==> src/rtl/lock_pkg.sv <==
// constants for the program memory lock and verify encryption block
// assumes a 40 MHz pclk and a 32-bit apb master
// Operation
// - key bytes read erased until written
// - verify output is code xnor key, cycling
// - no lock bits, no restrictions, still encrypt except in the single-bit variant
// - level two blocks table reads, programming
// - level three also blocks verify
// - level four also blocks external execution in variant_three only
// - key array 32 or 64 bytes deep
// - erase clears keys and lock bits
// - external access pin latched at reset
// - single-bit variant blocks readout, program, external
// - single-bit erase unlocks and allows reprogram
package lock_pkg;
	localparam logic [7:0] addr_ctrl = 8'h00;
	localparam logic [7:0] addr_lock = 8'h04;
	localparam logic [7:0] addr_key = 8'h08;
	localparam logic [7:0] addr_verify = 8'h0c;
	localparam logic [7:0] addr_status = 8'h10;
	localparam logic [7:0] addr_variant = 8'h14;
	localparam int key_depth_small = 32;
	localparam int key_depth_large = 64;
	localparam logic [5:0] key_last_small = 6'h1f;
	localparam logic [5:0] key_last_large = 6'h3f;
	localparam logic [7:0] key_erased = 8'hff;
	localparam int ctrl_erase_bit = 0;
	localparam int ctrl_verify_start_bit = 1;
	localparam int ctrl_ext_exec_bit = 2;
	localparam int ctrl_table_ext_bit = 3;
	typedef enum logic [1:0] {
		variant_single = 2'b00,
		variant_two = 2'b01,
		variant_three = 2'b10
	} variant_type;
	typedef enum logic [1:0] {
		level_none = 2'b00,
		level_two = 2'b01,
		level_three = 2'b10,
		level_four = 2'b11
	} level_type;
	localparam variant_type variant_reset = variant_three;
endpackage

==> src/rtl/lock_decode.sv <==
// lock level decoder: lock bits and variant to restriction outputs
// assumes lock bits already held in flip-flops by the caller
`timescale 1ns/1ps
module lock_decode
(
	input wire logic [2:0] lock_bits,
	input wire lock_pkg::variant_type variant,
	output logic block_table_read,
	output logic block_program,
	output logic block_verify,
	output logic block_ext_exec,
	output logic latch_ea
);
	// restrictions grow with each lock bit the variant decodes: bit 0 only in single, bits 0-1 in two, all three in three
	always_comb
	begin
		block_table_read = 1'b0;
		block_program = 1'b0;
		block_verify = 1'b0;
		block_ext_exec = 1'b0;
		latch_ea = 1'b0;
		if (variant == lock_pkg::variant_single)
		begin
			block_verify = lock_bits[0];
			block_program = lock_bits[0];
			block_ext_exec = lock_bits[0];
			block_table_read = lock_bits[0];
		end
		else
		begin
			block_table_read = lock_bits[0];
			block_program = lock_bits[0];
			latch_ea = lock_bits[0];
			block_verify = lock_bits[0] & lock_bits[1];
			if (variant == lock_pkg::variant_three)
				block_ext_exec = &lock_bits;
		end
	end
endmodule // lock_decode

==> src/rtl/key_cipher.sv <==
// verify encryption: xnor of a code byte with a key byte
// assumes key byte is chosen by the caller
`timescale 1ns/1ps
module key_cipher
(
	input wire logic [7:0] code_byte,
	input wire logic [7:0] key_byte,
	output logic [7:0] verify_byte
);
	// erased key all ones leaves the code unchanged
	assign verify_byte = ~(code_byte ^ key_byte);
endmodule // key_cipher

==> src/rtl/program_memory_lock_encrypt.sv <==
// program memory lock and encrypted verify, apb slave
// assumes synchronous inputs on pclk; erase and programming via registers
//
// The register addresses and the APB register port were left to the implementer.
`timescale 1ns/1ps
module program_memory_lock_encrypt
(
	input wire logic pclk,
	input wire logic presetn,
	input wire logic psel,
	input wire logic penable,
	input wire logic pwrite,
	input wire logic [7:0] paddr,
	input wire logic [31:0] pwdata,
	output logic [31:0] prdata,
	output logic pready,
	output logic pslverr,
	input wire logic external_access_select,
	input wire logic [7:0] code_byte,
	output logic ea_latched_reg_out,
	output logic table_read_blocked,
	output logic program_blocked,
	output logic ext_exec_blocked
);
	// ------------------------------------------------------------
	// storage
	// ------------------------------------------------------------
	logic [7:0] key_reg [0:63];
	logic [2:0] lock_reg;
	lock_pkg::variant_type variant_reg;
	logic [5:0] key_idx_reg;
	logic [5:0] key_wr_idx_reg;
	logic ea_latch_reg;
	logic ea_armed_reg;
	logic [7:0] verify_reg;
	logic blk_tr, blk_pg, blk_vf, blk_ex, latch_ea;
	logic [7:0] verify_byte;
	logic [5:0] key_last;
	logic wr_en, rd_en;

	// next key position, back to the first byte after the last one
	function automatic logic [5:0] wrap_next(input logic [5:0] idx, input logic [5:0] last);
		return (idx == last) ? 6'h00 : idx + 6'h01;
	endfunction

	assign wr_en = psel & penable & pwrite;
	assign rd_en = psel & penable & ~pwrite;
	assign key_last = (variant_reg == lock_pkg::variant_three) ?
		lock_pkg::key_last_large : lock_pkg::key_last_small;

	lock_decode lock_decode_inst
	(
		.lock_bits(lock_reg),
		.variant(variant_reg),
		.block_table_read(blk_tr),
		.block_program(blk_pg),
		.block_verify(blk_vf),
		.block_ext_exec(blk_ex),
		.latch_ea(latch_ea)
	);

	key_cipher key_cipher_inst
	(
		.code_byte(code_byte),
		.key_byte(key_reg[key_idx_reg]),
		.verify_byte(verify_byte)
	);

	// ------------------------------------------------------------
	// key array and lock bits
	// ------------------------------------------------------------
	// erase restores all ones and unlocks; writes refused when locked
	always_ff @(posedge pclk or negedge presetn)
	begin
		if (!presetn)
		begin
			for (int i = 0; i < lock_pkg::key_depth_large; i++)
				key_reg[i] <= lock_pkg::key_erased;
			lock_reg <= 3'h0;
			key_wr_idx_reg <= 6'h00;
		end
		else if (wr_en && paddr == lock_pkg::addr_ctrl && pwdata[lock_pkg::ctrl_erase_bit])
		begin
			for (int i = 0; i < lock_pkg::key_depth_large; i++)
				key_reg[i] <= lock_pkg::key_erased;
			lock_reg <= 3'h0;
			key_wr_idx_reg <= 6'h00;
		end
		else if (wr_en && !blk_pg)
		begin
			if (paddr == lock_pkg::addr_lock)
				lock_reg <= lock_reg | pwdata[2:0]; // bits only get programmed
			else if (paddr == lock_pkg::addr_key)
			begin
				key_reg[key_wr_idx_reg] <= key_reg[key_wr_idx_reg] & pwdata[7:0];
				key_wr_idx_reg <= wrap_next(key_wr_idx_reg, key_last);
			end
		end
	end

	// variant strap set by software, fixed while any lock bit is set
	always_ff @(posedge pclk or negedge presetn)
	begin
		if (!presetn)
			variant_reg <= lock_pkg::variant_reset;
		else if (wr_en && paddr == lock_pkg::addr_variant && lock_reg == 3'h0)
			variant_reg <= lock_pkg::variant_type'(pwdata[1:0]);
	end

	// ------------------------------------------------------------
	// verify sequencing
	// ------------------------------------------------------------
	// index restarts on start, steps per verify read, wraps at depth
	always_ff @(posedge pclk or negedge presetn)
	begin
		if (!presetn)
			key_idx_reg <= 6'h00;
		else if (wr_en && paddr == lock_pkg::addr_ctrl && pwdata[lock_pkg::ctrl_verify_start_bit])
			key_idx_reg <= 6'h00;
		else if (rd_en && paddr == lock_pkg::addr_verify)
			key_idx_reg <= wrap_next(key_idx_reg, key_last);
	end

	// single-bit variant never encrypts
	always_comb
	begin
		if (blk_vf)
			verify_reg = 8'h00;
		else if (variant_reg == lock_pkg::variant_single)
			verify_reg = code_byte;
		else
			verify_reg = verify_byte;
	end

	// ------------------------------------------------------------
	// external access latch
	// ------------------------------------------------------------
	// captured on the first clock after reset release
	always_ff @(posedge pclk or negedge presetn)
	begin
		if (!presetn)
		begin
			ea_armed_reg <= 1'b1;
			ea_latch_reg <= 1'b0;
		end
		else if (ea_armed_reg)
		begin
			ea_armed_reg <= 1'b0;
			ea_latch_reg <= external_access_select;
		end
	end

	// ------------------------------------------------------------
	// registered outputs
	// ------------------------------------------------------------
	always_ff @(posedge pclk or negedge presetn)
	begin
		if (!presetn)
		begin
			ea_latched_reg_out <= 1'b0;
			table_read_blocked <= 1'b0;
			program_blocked <= 1'b0;
			ext_exec_blocked <= 1'b0;
		end
		else
		begin
			ea_latched_reg_out <= latch_ea ? ea_latch_reg : external_access_select;
			table_read_blocked <= blk_tr;
			program_blocked <= blk_pg;
			ext_exec_blocked <= blk_ex;
		end
	end

	// ------------------------------------------------------------
	// apb slave, no wait states
	// ------------------------------------------------------------
	always_ff @(posedge pclk or negedge presetn)
	begin
		if (!presetn)
		begin
			pready <= 1'b0;
			pslverr <= 1'b0;
			prdata <= 32'h0000_0000;
		end
		else if (psel && !penable)
		begin
			pready <= 1'b1;
			pslverr <= !(paddr == lock_pkg::addr_ctrl || paddr == lock_pkg::addr_lock ||
				paddr == lock_pkg::addr_key || paddr == lock_pkg::addr_verify ||
				paddr == lock_pkg::addr_status || paddr == lock_pkg::addr_variant);
			case (paddr)
				lock_pkg::addr_lock: prdata <= {29'h0, lock_reg};
				lock_pkg::addr_verify: prdata <= {24'h0, verify_reg};
				lock_pkg::addr_status: prdata <= {22'h0, key_idx_reg, blk_ex, blk_vf, blk_pg,
					blk_tr};
				lock_pkg::addr_variant: prdata <= {30'h0, variant_reg};
				default: prdata <= 32'h0000_0000;
			endcase
		end
		else
		begin
			pready <= 1'b0;
			pslverr <= 1'b0;
		end
	end
endmodule // program_memory_lock_encrypt

==> config.mk <==
export PLATFORM = sky130hd
export DESIGN_NAME = program_memory_lock_encrypt
export DESIGN_NICKNAME = d
export VERILOG_FILES = /design/src/rtl/lock_pkg.sv /design/src/rtl/lock_decode.sv /design/src/rtl/key_cipher.sv /design/src/rtl/program_memory_lock_encrypt.sv
export SDC_FILE = /design/constraint.sdc
export NUM_CORES = 1
export LEC_CHECK = 0
export ABC_AREA = 1
export CORE_ASPECT_RATIO = 2
export CORE_MARGIN = 2
export CORE_UTILIZATION = 24
export CTS_CLUSTER_DIAMETER = 60
export DETAILED_ROUTE_END_ITERATION = 10
export DONT_BUFFER_PORTS = 1
export HOLD_SLACK_MARGIN = 0.02
export SYNTH_ARGS = -nofsm -noshare
export SYNTH_HDL_FRONTEND = slang
export SYNTH_SLANG_ARGS = --single-unit
==> constraint.sdc <==
create_clock -name pclk -period 5 [get_ports pclk]
set_input_delay 0.5 -clock pclk [delete_from_list [all_inputs] [get_ports pclk]]
set_output_delay 0.5 -clock pclk [all_outputs]
set_load 0.02 [all_outputs]
==> summary.md <==
| Metric | Value |
|---|---|
| Initial antenna violation count | `4` |
| Sequential power share | `slightly above 50%` |
| Grt met2 use | `32.1%` |
| GRT Residual Overflow | `0` |
| Initial DRC Count | `around 2800` |
| CP max FO | `26` |
| Io pins | `92` |
| Sequential share of the synthesized area | `between 40% and 50%` |
| Multi-input logic area | `about 14000 sq um` |
| Post-route minimum period | `3.91 ns` |
| Maximum vdd drop | `0.000242 V` |
| Vias in the first global route | `roughly 28000` |
| Fin crit share | `approximately four fifths` |
| Reg area | `~14000 sq um` |
| Final Non-Filler Cells | `about 5600` |
| Critical Path Start Type | `register` |
| Setup Skew | `about 0.032 ns` |
| Core ar. | `125000 sq um` |
| Slew Viols, Final | `0` |
| WP data required | `5.50 ns` |
| Internal power | `6.76 mW` |
| Logic pwr share | `6.3%` |
| CTS sink cnt | `546` |
| Count leader, synth | `nand2_1` |
| Top post-synthesis cells by count | `1207 x nand2_1, 598 x a21oi_1, 514 x dfstp_2, 405 x nand3_1, 321 x o21ai_1` |
| Switching power | `around 2.3 mW` |
| Ys Warns | `0` |
| Pwr Total | `9.10 mW` |
| Critical path class | `register to register` |
| Number of buffers created by CTS | `between 40 and 50` |
| Via count | `roughly 30000` |
| Drt drc | `0` |
| PwrDens | `268 nW/um^2` |
| Top cells by area, synth | `dfstp_2 45%, nand2_1 15%, a21oi_1 9.9%` |
| Post-synth top area share | `between 40% and 50%` |
| Normalized max-slew margin | `between 20 and 25%` |
| M1 GR Usage | `about a fifth` |
| Yosys top cell by area | `dfstp_2` |
| H-tree Lvls | `2` |
| Worst-path clk slew | `~0.070 ns` |
| Clock Path Buffers | `3` |
| Number of synthesized register bits | `about 550` |
| Clock Power Share | `a little over two fifths` |
| Detail-routed via count per cell | `roughly 5.2` |
| Final Hold Viols | `0` |
| Routability Congestion | `~0.9` |
| Nets | `3957` |
| I/O Buffers | `0` |
| Worst hold path type | `primary input to register` |
| DP HPWL | `around 76000 microns` |
| GR Util met3 | `under 10%` |
| Chip Width | `255 microns` |
| Layout area overhead | `11.9%` |
| Ys async rst share | `100%` |
| Root Buffer | `clkbuf_16` |
| DRT Wirelength | `about 120000 microns` |
| CTS tree | `yes` |
| Wirelength per Cell | `~22 microns` |
| Inst Count DP | `5517` |
| Worst hold margin | `0.0476 ns` |
| Area of the die | `~130000 sq um` |
| Setup WS post-layout | `between 1 and 1.5 ns` |
| Pleak | `roughly 12 nW` |
| Status | `finished, final reports clean` |
| RSZ-0062 raised after global routing | `false` |
| CP endpoint kind | `register` |
| Ys flop type | `dfstp_2` |
| Clock Latency Late Sink | `~0.63 ns` |
| Number of routed nets with antenna violations | `0` |
| GR peak layer | `met2` |
| MaxCap Viol Count | `0` |
| Max FFs per register | `512` |
| Setup TNS Final | `0 ns` |
| Fmax | `around 260 MHz` |
| Cell Area, Synth | `a little over 30000 sq um` |
| Final Util | `between 20% and 30%` |
| Largest net degree at the start of global routing | `156` |
| Layout cells sized above 1 | `19.1%` |
| Finished Cell Area | `around 34000 sq um` |
| DP Worst Slack | `1.13 ns` |
| Switching share of power | `between 20 and 30%` |
| Final count of negative-setup-slack endpoints | `0` |
| Post-CTS Resized | `0` |
| Die height | `a little over 500 microns` |
| Worst Max-Slew Pin Slew | `approximately 1.2 ns` |
| Total GRT Usage | `18.3%` |
| Total iterations of the first detailed-routing run | `6` |
| Syn Inst Count | `slightly above 4000` |
| FP Rows | `between 150 and 200` |
| First-pass GRT wire length | `around 180000 microns` |
| EDFF count, synth | `0` |
| Layout fillers | `approximately 14000` |
| Placed Area | `32200 sq um` |
| Critical path data arrival time | `4.41 ns` |
| Syn Area/Cell | `7.45 sq um` |
| Starting Density | `~24%` |
| Synth unique cells | `42` |
==> power by group through the flow <==
stage	Sequential (mW)	Clock, mW	Combinational, mW
global placement	4.68	0	0.453
finish	4.62	3.91	0.574
global route	4.62	4.12	0.616
detailed placement	4.68	0	0.458
CTS	4.61	3.98	0.569
floorplan	4.65	0	0.304
==> area by class of cell <==
class / count / area share [%]
diodes: 1 / 0.00737
multi-input cells: 3089 / 42.0
well taps: 1674 / 6.17
repair buffers: 130 / 4.05
inverters: 87 / 1.01
clock buffers: 70 / 4.19
clock inverters: 15 / 0.420
flip-flops and latches: 546 / 42.2
==> path summary, 6_finish.rpt <==
kind | start | endpoint | slack (ns) | cells after the start
worst max-delay path | key_wr_idx_reg[2] | key_reg[21] | 1.09 | 15
worst min-delay path | penable | pready | 0.05 | 1
worst max register to register | key_wr_idx_reg[2] | key_reg[21] | 1.09 | 15
max in group asynchronous | presetn | ext_exec_blocked | 2.81 | 3
min in group asynchronous | presetn | key_reg[278] | 0.09 | 1
worst min register to register | key_reg[3] | key_reg[3] | 0.51 | 2
==> logic make-up (layout without fill, tap and decap cells) <==
family | after synthesis | in the layout | share of synthesized area (%)
flops | 546 | 546 | 47.2
xor+xnor | 1 | 1 | 0.0289
fa+ha+maj | 2 | 2 | 0.0825
other cells | 1 | 24 | 0.0124
buf+inv | 456 | 302 | 6.27
simple gates | 1790 | 1790 | 24.6
compound gates | 1273 | 1273 | 21.8
==> worst max-delay path, stage by stage, from the launching register on <==
cell      delay (ns)
dfrtp_1         0.59
inv_1           0.14
nand3_1         0.17
clkinv_2        0.37
buf_4           0.38
nand2_1         0.09
o21ai_0         0.08
nor2_1          0.13
nand4_1         0.09
nand2_1         0.10
nand2_1         0.21
nor2_1          0.23
nand2_1         0.09
nand2_2         0.51
buf_4           0.45
o21ai_1         0.12
==> layout by cell type, fill, tap and decap left out, types with 3 or more instances in the layout <==
cell type	netlist	layout
o211ai_1	3	3
a22o_1	3	3
o21ai_0	261	261
dfstp_2	514	514
nand2_1	1207	1204
a221oi_1	3	3
nor2_4	0	3
dlygate4sd3_1	0	4
nand2_2	4	7
o21ai_1	321	321
buf_12	0	23
clkbuf_8	0	16
clkinv_2	0	8
a31oi_1	3	3
nor2_1	81	79
a21oi_1	598	598
buf_16	0	5
dfrtp_1	32	30
clkbuf_16	0	47
o2111ai_1	5	5
inv_2	10	11
clkbuf_1	254	7
a22oi_1	61	61
inv_1	72	71
o31ai_1	3	3
clkinvlp_4	0	4
nand3_1	405	405
nand4_1	76	76
nor3_1	10	8
o2bb2ai_1	3	3
conb_1	1	23
buf_4	25	98
==> metal layers <==
layer	wire [microns]	share of wire [%]	vias to the layer above
met4	12500	10	6
met5	37	0.030	-
li1	-	-	13500
met2	60100	49	1231
met3	7850	6.4	451
met1	41500	34	14000
==> what timing repair did <==
item                                   CTS  global route
endpoints found under the hold margin  166             0
setup buffers                            0             0
hold buffers                             9             0
(Power assumes the default switching activity.)
